$ cat src/amp_pd_pkg.sv
package amp_pd_pkg;

  // Register map
  localparam logic [7:0] POWER_CONTROL_OFFSET = 8'h04;
  localparam logic [7:0] POWER_STATUS_OFFSET  = 8'h05;
  localparam logic [7:0] POWER_CONTROL_RESET  = 8'h00;

  // power_control field positions
  localparam int FULL_SHUTDOWN_BIT  = 0;
  localparam int IDLE_ENABLE_BIT    = 1;
  localparam int LEFT_PD_BIT        = 2;
  localparam int RIGHT_PD_BIT       = 3;
  localparam int TEMP_ADC_PD_BIT    = 5;
  localparam logic [7:0] POWER_CONTROL_MASK = 8'h2F;

  // power_status field positions
  localparam int ST_OPERATIONAL_BIT = 0;
  localparam int ST_CLOCK_LOST_BIT  = 1;
  localparam int ST_IDLE_BIT        = 2;
  localparam int ST_FRAME_SYNC_OK_BIT    = 3;
  localparam int ST_SHUTDOWN_BIT    = 4;

  // Timing
  localparam int CLK_SYS_MHZ        = 200;
  localparam int STARTUP_DELAY_MS   = 10;
  localparam int STARTUP_CYCLES     = STARTUP_DELAY_MS * 1000 * 1000 * CLK_SYS_MHZ / 1000;
  localparam int POWERUP_CYCLES     = 1024;
  localparam int BCLK_LOSS_CYCLES   = 256;
  localparam int FRAME_SYNC_LOSS_CYCLES  = 65536;
  localparam int ZERO_RUN_SAMPLES   = 2048;

  typedef enum logic [1:0] {
    ST_STARTUP,
    ST_RUN,
    ST_CLK_LOST,
    ST_POWERUP
  } seq_state_t;

  typedef struct packed {
    logic core_down;
    logic left_down;
    logic right_down;
    logic temp_adc_down;
    logic idle;
  } pd_ctrl_t;

endpackage

$ cat src/amp_power_down_control.sv
`timescale 1ns/100ps
// Behaviour
// - With internal regulators, operate and take writes 10 ms after power-stage supply is good.
// - With external core supply, wait 10 ms after it appears; ignore writes while absent.
// - Full-shutdown bit powers down everything except the register interface.
// - Bit clock and frame sync are both watched continuously for presence.
// - Missing bit clock forces all circuitry into lowest power without software.
// - Returning bit clock restarts the normal power-up sequence automatically.
// - With idle enable set, 2048 consecutive zero samples enter low-power idle.
// - Control bits 3 and 2 power down each amplifier channel independently.
// - Control bit 5 powers down the temperature converter only.
module amp_power_down_control #(
  parameter int SAMPLE_W          = 24,
  parameter int STARTUP_CYCLES    = amp_pd_pkg::STARTUP_CYCLES,
  parameter int POWERUP_CYCLES    = amp_pd_pkg::POWERUP_CYCLES,
  parameter int FRAME_SYNC_LOSS_CYCLES = amp_pd_pkg::FRAME_SYNC_LOSS_CYCLES
) (
  // System
  input  wire logic                clk_sys,
  input  wire logic                reset_n,
  // Supply monitors and straps
  input  wire logic                power_stage_supply_ok,
  input  wire logic                digital_core_supply_ok,
  input  wire logic                core_ldo_enable_pin,
  // Serial audio
  input  wire logic                bclk,
  input  wire logic                frame_sync,
  input  wire logic                sample_valid,
  input  wire logic [SAMPLE_W-1:0] sample_data,
  // Register port
  input  wire logic                reg_wr_en,
  input  wire logic                reg_rd_en,
  input  wire logic [7:0]          reg_addr,
  input  wire logic [7:0]          reg_wdata,
  output logic [7:0]               reg_rdata,
  output logic                     reg_wr_ack,
  // Power controls
  output logic                     operational,
  output amp_pd_pkg::pd_ctrl_t     pd_ctrl
);

  // One timer serves both the start-up wait and the clock-return wait
  localparam int TW = $clog2(((STARTUP_CYCLES > POWERUP_CYCLES) ? STARTUP_CYCLES : POWERUP_CYCLES) + 1);
  localparam int ZW = $clog2(amp_pd_pkg::ZERO_RUN_SAMPLES + 1);
  localparam logic [TW-1:0] START_LAST = TW'(STARTUP_CYCLES - 1);
  localparam logic [TW-1:0] PWRUP_LAST = TW'(POWERUP_CYCLES - 1);
  localparam logic [ZW-1:0] ZERO_RUN   = ZW'(amp_pd_pkg::ZERO_RUN_SAMPLES);

  amp_pd_pkg::seq_state_t state_r, state_nxt;
  logic [TW-1:0]          timer_r, timer_nxt;
  logic [ZW-1:0]          zero_cnt_r, zero_cnt_nxt;
  logic [7:0]             ctrl_r, ctrl_nxt;
  logic                   bclk_ok;
  logic                   frame_sync_ok;

  // Presence detectors on both serial clocks
  clock_presence #(.LOSS_CYCLES(amp_pd_pkg::BCLK_LOSS_CYCLES)) u_bclk_mon (
    .clk_sys (clk_sys),
    .reset_n (reset_n),
    .line_in (bclk),
    .present (bclk_ok)
  );

  clock_presence #(.LOSS_CYCLES(FRAME_SYNC_LOSS_CYCLES)) u_frame_sync_mon (
    .clk_sys (clk_sys),
    .reset_n (reset_n),
    .line_in (frame_sync),
    .present (frame_sync_ok)
  );

  // Supply qualification depends on whether the core rail is generated inside
  wire supply_good = core_ldo_enable_pin ? power_stage_supply_ok
                                         : (digital_core_supply_ok && power_stage_supply_ok);
  // The strap is read live, so flipping it mid-run requalifies the supplies at once
  wire core_alive  = core_ldo_enable_pin ? power_stage_supply_ok : digital_core_supply_ok;

  // Sequencer
  always_comb begin
    state_nxt = state_r;
    timer_nxt = timer_r;
    if (!supply_good) begin
      state_nxt = amp_pd_pkg::ST_STARTUP;
      timer_nxt = '0;
    end else begin
      unique case (state_r)
        amp_pd_pkg::ST_STARTUP: begin
          if (timer_r == START_LAST) begin
            state_nxt = amp_pd_pkg::ST_RUN;
            timer_nxt = '0;
          end else begin
            timer_nxt = timer_r + TW'(1);
          end
        end
        amp_pd_pkg::ST_RUN: begin
          if (!bclk_ok) begin
            state_nxt = amp_pd_pkg::ST_CLK_LOST;
          end
        end
        // Clock return uses the short power-up count rather than the full start-up delay
        amp_pd_pkg::ST_CLK_LOST: begin
          timer_nxt = '0;
          if (bclk_ok) begin
            state_nxt = amp_pd_pkg::ST_POWERUP;
          end
        end
        amp_pd_pkg::ST_POWERUP: begin
          if (!bclk_ok) begin
            state_nxt = amp_pd_pkg::ST_CLK_LOST;
            timer_nxt = '0;
          end else if (timer_r == PWRUP_LAST) begin
            state_nxt = amp_pd_pkg::ST_RUN;
            timer_nxt = '0;
          end else begin
            timer_nxt = timer_r + TW'(1);
          end
        end
      endcase
    end
  end

  // Writes are refused until the start-up delay ends or while the core rail is missing
  wire sel_ctrl   = (reg_addr == amp_pd_pkg::POWER_CONTROL_OFFSET);
  wire sel_status = (reg_addr == amp_pd_pkg::POWER_STATUS_OFFSET);
  wire regs_ready = core_alive && (state_r != amp_pd_pkg::ST_STARTUP);
  wire wr_ctrl    = reg_wr_en && regs_ready && sel_ctrl;
  wire wr_any     = reg_wr_en && regs_ready && (sel_ctrl || sel_status);
  wire rd_take    = reg_rd_en && regs_ready;

  // Reserved control bits are masked off so they read back as zero
  assign ctrl_nxt = wr_ctrl ? (reg_wdata & amp_pd_pkg::POWER_CONTROL_MASK) : ctrl_r;

  wire idle_en      = ctrl_r[amp_pd_pkg::IDLE_ENABLE_BIT];
  wire running      = (state_r == amp_pd_pkg::ST_RUN);
  wire sample_zero  = (sample_data == '0);
  wire zero_full    = (zero_cnt_r == ZERO_RUN);

  // Zero-run counter saturates; a nonzero sample or disabling idle clears it
  always_comb begin
    zero_cnt_nxt = zero_cnt_r;
    if (!idle_en || !running) begin
      zero_cnt_nxt = '0;
    end else if (sample_valid && !sample_zero) begin
      zero_cnt_nxt = '0;
    end else if (sample_valid && !zero_full) begin
      zero_cnt_nxt = zero_cnt_r + ZW'(1);
    end
  end

  wire shutdown     = ctrl_r[amp_pd_pkg::FULL_SHUTDOWN_BIT];
  // Wake-up lands one edge after the nonzero sample, since pd_ctrl is registered
  wire idle_nxt     = idle_en && zero_full && !(sample_valid && !sample_zero);
  wire oper_nxt     = (state_nxt == amp_pd_pkg::ST_RUN) && supply_good;
  // Follows the next state so power-down lands on the same edge as operational falling
  wire core_dn_nxt  = !oper_nxt || shutdown || idle_nxt;

  amp_pd_pkg::pd_ctrl_t pd_nxt;
  assign pd_nxt.core_down     = core_dn_nxt;
  assign pd_nxt.left_down     = core_dn_nxt || ctrl_r[amp_pd_pkg::LEFT_PD_BIT];
  assign pd_nxt.right_down    = core_dn_nxt || ctrl_r[amp_pd_pkg::RIGHT_PD_BIT];
  assign pd_nxt.temp_adc_down = core_dn_nxt || ctrl_r[amp_pd_pkg::TEMP_ADC_PD_BIT];
  assign pd_nxt.idle          = idle_nxt && oper_nxt;

  logic [7:0] status_w;
  assign status_w = {3'h0,
                     shutdown,
                     frame_sync_ok,
                     pd_ctrl.idle,
                     (state_r == amp_pd_pkg::ST_CLK_LOST),
                     operational};

  // Status is read-only; a write to it is acknowledged but changes nothing
  wire [7:0] rd_mux = sel_ctrl   ? ctrl_r :
                      sel_status ? status_w : 8'h00;

  // Sequencer and zero-run state
  always_ff @(posedge clk_sys or negedge reset_n) begin
    if (!reset_n) begin
      state_r    <= amp_pd_pkg::ST_STARTUP;
      timer_r    <= '0;
      zero_cnt_r <= '0;
    end else begin
      state_r    <= state_nxt;
      timer_r    <= timer_nxt;
      zero_cnt_r <= zero_cnt_nxt;
    end
  end

  // Register port
  always_ff @(posedge clk_sys or negedge reset_n) begin
    if (!reset_n) begin
      ctrl_r     <= amp_pd_pkg::POWER_CONTROL_RESET;
      reg_rdata  <= 8'h00;
      reg_wr_ack <= 1'b0;
    end else begin
      ctrl_r     <= ctrl_nxt;
      reg_wr_ack <= wr_any;
      if (rd_take) begin
        reg_rdata <= rd_mux;
      end
    end
  end

  // Power controls come up all-down so nothing drives before the sequencer allows it
  always_ff @(posedge clk_sys or negedge reset_n) begin
    if (!reset_n) begin
      operational <= 1'b0;
      pd_ctrl     <= '{core_down: 1'b1, left_down: 1'b1, right_down: 1'b1, temp_adc_down: 1'b1, idle: 1'b0};
    end else begin
      operational <= oper_nxt;
      pd_ctrl     <= pd_nxt;
    end
  end

endmodule

$ cat src/clock_presence.sv
`timescale 1ns/100ps
module clock_presence #(
  parameter int LOSS_CYCLES = 256
) (
  // System
  input  wire logic clk_sys,
  input  wire logic reset_n,
  // Monitored line
  input  wire logic line_in,
  // Result
  output logic      present
);

  localparam int CW = $clog2(LOSS_CYCLES + 1);
  localparam logic [CW-1:0] LIMIT = CW'(LOSS_CYCLES);

  logic          line_d_r;
  logic [CW-1:0] quiet_r;
  wire           edge_seen = line_in ^ line_d_r;
  wire           timed_out = (quiet_r == LIMIT);

  // Any edge proves the clock is running; silence for LOSS_CYCLES declares it gone
  always_ff @(posedge clk_sys or negedge reset_n) begin
    if (!reset_n) begin
      line_d_r <= 1'b0;
      quiet_r  <= '0;
      present  <= 1'b0;
    end else begin
      line_d_r <= line_in;
      if (edge_seen) begin
        quiet_r <= '0;
        present <= 1'b1;
      end else if (!timed_out) begin
        quiet_r <= quiet_r + CW'(1);
      end else begin
        present <= 1'b0;
      end
    end
  end

endmodule

$ cat config.mk
export PLATFORM = sky130hd
export DESIGN_NAME = amp_power_down_control
export DESIGN_NICKNAME = d
export VERILOG_FILES = /design/src/amp_pd_pkg.sv /design/src/amp_power_down_control.sv /design/src/clock_presence.sv
export SDC_FILE = /design/constraint.sdc
export NUM_CORES = 1
export LEC_CHECK = 0
export ABC_AREA = 1
export BUFFER_PORTS_ARGS = -buffer_cell sky130_fd_sc_hd__buf_2
export CORE_MARGIN = 2
export CORE_UTILIZATION = 58
export CTS_CLUSTER_SIZE = 25
export DETAILED_ROUTE_END_ITERATION = 6
export HOLD_SLACK_MARGIN = 0.15
export PLACE_DENSITY_LB_ADDON = 0.3
export SYNTH_ARGS = -nofsm -noshare
export SYNTH_HDL_FRONTEND = slang
export SYNTH_SLANG_ARGS = --single-unit
$ cat constraint.sdc
create_clock -name clk_sys -period 1.95 [get_ports clk_sys]
set_input_delay 0.195 -clock clk_sys [delete_from_list [all_inputs] [get_ports clk_sys]]
set_output_delay 0.195 -clock clk_sys [all_outputs]
set_load 0.02 [all_outputs]
# After elaboration in Yosys (flattened, before gate mapping)
# Index checks and enable logic that the tools add are counted.
# Widths: inputs -> output; s select.
# word_totals
ff_bits,85
inputBits,50
word_cells,96
# classes
add_sub_neg,4
eq_ne,14
n_mux,27
bitwise,2
n_reduce_logical,31
# op_table
operator,n
$mux 21,4
$pmux 21 s3,1
$mux 12,3
$mux 17,2
$logic_not 24->1,1
$add 21x1->21 const B,1
$eq 21x10->1 const B,1
$eq 21x21->1 const B,1
$mux 9,2
$add 17x1->17 const B,1
$eq 17x17->1 const B,1
$eq 8x3->1 const B,2
$add 12x1->12 const B,1
$eq 12x12->1 const B,1
$logic_and 1x1->1,12
$mux 2,6
$add 9x1->9 const B,1
$eq 9x9->1 const B,1
$pmux 2 s4,1
$logic_or 1x1->1,7
$logic_not 1->1,6
$mux 1,6
$mux 6,1
$reduce_bool 2->1,3
8 further kinds,12

# Longest topological paths before layout
# depth
ltp_word,11
mapped_depth,12
ltp_nobuf,12

# Cells and area by module
# Synthesis repeated with hierarchy kept, for this count alone.
# hier_totals
hier_cells,647
area_unflattened_um2,4916.0
# by_module_without_submodules
module,instances,cells_each,area_each_um2,seq_area_each_um2
amp_power_down_control,1,403,3094.2,1331.3
clock_presence at u_frame_sync_mon,1,160,1173.6,475.5
clock_presence at u_bclk_mon,1,84,648.1,275.3

# Worst setup path before layout
# OpenSTA, ideal clock, no wires.
# synth_timing
kind,reg2reg
startpoint,register state_r[0]
endpoint,register timer_r[18]
setup_time_ps,77
t_arrival_ps,1558
t_required_ps,1873
slack_ps,314
stages_incl_launch_ff,10
path_buffers,1
synth_period_minus_slack_ps,1636
cell_sequence,dfrtp_1 inv_1 ha_1 inv_1 nand2_1 nor2_1 buf_2 nor4_4 nand3_1 a21oi_1
# synth_between
elab_chain_cells,3
# synth_lines
item,line,rtl
"start, declared",amp_power_down_control.sv:49,"amp_pd_pkg::seq_state_t state_r, state_nxt;"
"start signal, assigned",amp_power_down_control.sv:178,state_r <= amp_pd_pkg::ST_STARTUP;
"start signal, assigned",amp_power_down_control.sv:182,state_r <= state_nxt;
$eq 2x2->1 / $logic_not 2->1 (equally long branches),amp_power_down_control.sv:85,unique case (state_r)
$pmux 21 s3,amp_power_down_control.sv:85,
$mux 21,amp_power_down_control.sv:81,if (!supply_good) begin
"end signal, assigned",amp_power_down_control.sv:183,timer_r <= timer_nxt;
"end, declared",amp_power_down_control.sv:50,"logic [TW-1:0] timer_r, timer_nxt;"
# Several ways; a longest one is shown, not always the timed one.
# A chain may end at the register's enable or synchronous reset.

# Worst setup path after layout
# layout_timing
startpoint,register timer_r[0]
endpoint,register timer_r[12]
# layout_between
elab_chain_cells,5
# layout_lines
item,line,rtl
$add 21x1->21 / $eq 21x10->1 (equally long branches),"amp_power_down_control.sv:91, amp_power_down_control.sv:114, amp_power_down_control.sv:110",
$mux 21,amp_power_down_control.sv:110,end else if (timer_r == PWRUP_LAST) begin
$mux 21,amp_power_down_control.sv:107,if (!bclk_ok) begin
$pmux 21 s3 (*),amp_power_down_control.sv:85,
$mux 21 (*),amp_power_down_control.sv:81,
# Every way passes the cells marked *; elsewhere a longest branch is shown, timed or not.

==> flow_summary.json <==
{
  "hpwl_um": 7290,
  "boundaryPins": 65,
  "min_path_type": "in -> reg",
  "power_uw": 3330,
  "grt_usage_pct": 24.4,
  "cts_buffers": 9,
  "period_minus_slack_ps": 1860,
  "clk_path_buf_depth": 2,
  "yosys.area.top_type": "dfrtp_1",
  "place_inst": 740,
  "synth.area.top_cells": "dfrtp_1 43%, nand2_1 7.8%, inv_1 6.5%",
  "cts.reportedPaths.clkPinSlew_ps": 100,
  "synthesis.area_per_instance_um2": 7.97,
  "final_hold_viol_count": 0,
  "setup_viol": 0,
  "synth-edff-count": 0,
  "drv_slew": 0,
  "synth_area_mm2": 0.00459,
  "area_delta_synth_final_pct": 16.9,
  "synthArstFlopShare_pct": 100,
  "combPwrFrac_pct": 9.5,
  "seq_area_frac_synth_pct": 45.4,
  "p_per_area_mw_per_mm2": 620,
  "drive_gt1_share_pct": 19.1,
  "root_buffer": "clkbuf_8",
  "finalCritPeriodShare_pct": 95.1,
  "rows": 32,
  "critPathSlowestCell": "dfrtp_1",
  "die_w_um": 93.0,
  "crit_top_cell": "nand2_2",
  "swShare_pct": 28.1,
  "drtAntennaViolNets": 0,
  "whs_ps": 177,
  "max_clock_freq_mhz": 539,
  "dieArea_mm2": 0.00864,
  "grt_antenna_before_repair": 0,
  "worstSetupStartpointType": "register",
  "path_cells": "ha_1 > nand2_2 > nor3_4 > nand3_2 > nand3_1 > nand2_1 > nand2_2 > nand2_2 > inv_4 > nor3_1",
  "dpl_worst_slack_ps": 63.4,
  "cts_htree_levels": 3,
  "p_seq_share_pct": 54.5,
  "synth_most_common_cell": "nand2_1",
  "synth_common_cells": "96 x nand2_1, 80 x inv_1, 79 x dfrtp_1, 79 x nor2_1, 37 x nand3_1",
  "dr.pass1.iters": 5,
  "p_leak_uw": 0.00253,
  "ir_drop_v": 0.000461,
  "tightest_slew_ps": 534,
  "grt-ovfl-total": 0,
  "nNetsFinal": 721,
  "grt_max_degree": 35,
  "p_sw_uw": 933,
  "fp.dieH_um": 93.0,
  "status": "complete, no violations",
  "stdcell_count": 766,
  "p_int_uw": 2390,
  "syn_inst": 576,
  "synth-seq-cells": 83,
  "path_class": "reg -> reg",
  "clk_latency_ps": 360,
  "cp_data_arrival_time_ps": 2090,
  "worstSetupEndpointType": "register",
  "vias": 4143,
  "initial_utilization_pct": 59.7,
  "n_antenna_cell": 0,
  "post-route-util_pct": 69.8,
  "grt_pass1_vias": 4068,
  "synth-main-ff-cell": "dfrtp_1",
  "wl_per_cell_um": 13.0,
  "drt_iter0_markers": 213,
  "critPathBufInv": 1,
  "p_clk_share_pct": 36.0,
  "port-buffer-count": 59,
  "layout_setup_ws_ps": 94.8,
  "skew_ps": 10.9,
  "clock-sinks": 83,
  "cts_tree": "built",
  "core-area_mm2": 0.00769,
  "slew_headroom_pct": 64.2,
  "viasPerCell": 5.41,
  "place_congestion": 0.885,
  "drc": 0,
  "worstPathRequired_ps": 2190,
  "finalWirelength_um": 9980,
  "slowest_delay_ps": 400,
  "cap_violations": 0,
  "grt_pass1_wl_um": 17100,
  "crit_family": "simple AND/OR/NAND/NOR gates",
  "synth_top_area_share_pct": 43.1,
  "ys_warn_count": 0,
  "yosysUniqueCellTypes": 37,
  "path_max_fanout": 11
}
[power groups by stage]
stage	clock, uW	sequential (uW)	combinational (uW)
4_1_cts	1220	1810	319
6_report	1200	1810	317
3_5_place_dp	0	1850	304
2_1_floorplan	0	1840	174
5_1_grt	1300	1820	371
3_3_place_gp	0	1840	288
[stage by stage]
| stage | area [um^2] | setup TNS (ps) |
|---|---|---|
| global placement | 5050 | 0 |
| CTS | 5340 | 0 |
| finish | 5370 | 0 |
| floorplan | 4590 | 0 |
| detailed placement | 5050 | 0 |
| global route | 5370 | -0.862 |
[cell families (layout without fill, tap and decap cells)]
kind of cell	Yosys count	in the layout	synth area share (%)
AND/OR/NAND/NOR	282	282	29.1
XOR/XNOR	19	19	3.62
flip-flops	83	83	45.4
buffers and inverters	96	183	8.29
multiplexers	4	4	0.981
other	1	2	0.0817
AO/OA/AOI/OAI	79	79	9.35
adder cells (fa/ha/maj)	12	12	3.27
[state kept, by name (all words and copies together) (netlist names), 2 cells and up]
| signal | flops |
|---|---|
| zero_cnt_r | 12 |
| reg_rdata | 6 |
| timer_r | 21 |
| u_frame_sync_mon.quiet_r | 17 |
| state_r | 2 |
| pd_ctrl | 5 |
| u_bclk_mon.quiet_r | 9 |
| ctrl_r | 5 |
[cell type report]
cell class | count | area [um^2]
Clock inverter | 7 | 68.8
Tap cell | 102 | 128
Timing Repair Buffer | 77 | 468
Inverter | 90 | 348
Clock buffer | 9 | 124
Fill cell | 632 | 2320
Sequential cell | 83 | 2080
Multi-Input combinational cell | 398 | 2150
[worst register-to-register path: stages (launching register included)]
cell     delay [ps]
dfrtp_1         400
ha_1            240
nand2_2         110
nor3_4          260
nand3_2         110
nand3_1         100
nand2_1          70
nand2_2         110
nand2_2         120
inv_4           150
nor3_1           70
[layout by cell type (no fill, tap or decap), types with 3 or more instances in the layout]
| cell type | netlist | final |
|---|---|---|
| nand4_1 | 21 | 21 |
| dfrtp_1 | 79 | 79 |
| a21oi_1 | 29 | 29 |
| inv_6 | 0 | 3 |
| nand2_2 | 5 | 5 |
| o31ai_1 | 4 | 4 |
| buf_4 | 2 | 9 |
| ha_1 | 12 | 11 |
| o21ai_0 | 18 | 18 |
| dfstp_2 | 4 | 4 |
| o21ai_1 | 14 | 14 |
| nor3_1 | 17 | 17 |
| nor2_1 | 79 | 76 |
| o22ai_1 | 4 | 4 |
| inv_2 | 9 | 9 |
| nor2_2 | 4 | 7 |
| mux2_1 | 4 | 4 |
| nor4_1 | 7 | 7 |
| xnor2_1 | 6 | 6 |
| nand3_2 | 4 | 5 |
| xor2_1 | 13 | 13 |
| dlygate4sd3_1 | 0 | 9 |
| buf_2 | 2 | 58 |
| nand3_1 | 37 | 36 |
| nor3_2 | 6 | 6 |
| a31oi_1 | 7 | 7 |
| clkbuf_8 | 0 | 9 |
| nand2_1 | 96 | 96 |
| inv_1 | 80 | 79 |
[final timing paths]
kind | startpoint | endpoint | slack, ps | cells after the start
max reg2reg | timer_r[0] | timer_r[12] | 90 | 10
min | sample_valid | zero_cnt_r[11] | 180 | 4
max in group asynchronous | reset_n | pd_ctrl[2] | 950 | 3
max | timer_r[0] | timer_r[12] | 90 | 10
min reg2reg | reg_rdata[4] | reg_rdata[4] | 490 | 2
min in group asynchronous | reset_n | timer_r[18] | 320 | 2
[routing by layer]
layer	global-route usage [%]	wire (um)	part of all wire, %	vias to the layer above
met3	3.82	412	4.1	17
met4	6.62	119	1.2	0
met5	0	0	0	-
li1	-	-	-	2054
met1	29.6	4260	43	1966
met2	45.0	5190	52	106
[what timing repair did]
action / 4_1_cts / 5_1_grt
hold buffers: 9 / 0
buffers inserted: 0 / 1
endpoints found under the hold margin: 40 / 0
endpoints found under the setup margin: 0 / 22
resized for setup: 0 / 9
No activity file was read; power rests on OpenSTA's default activity.
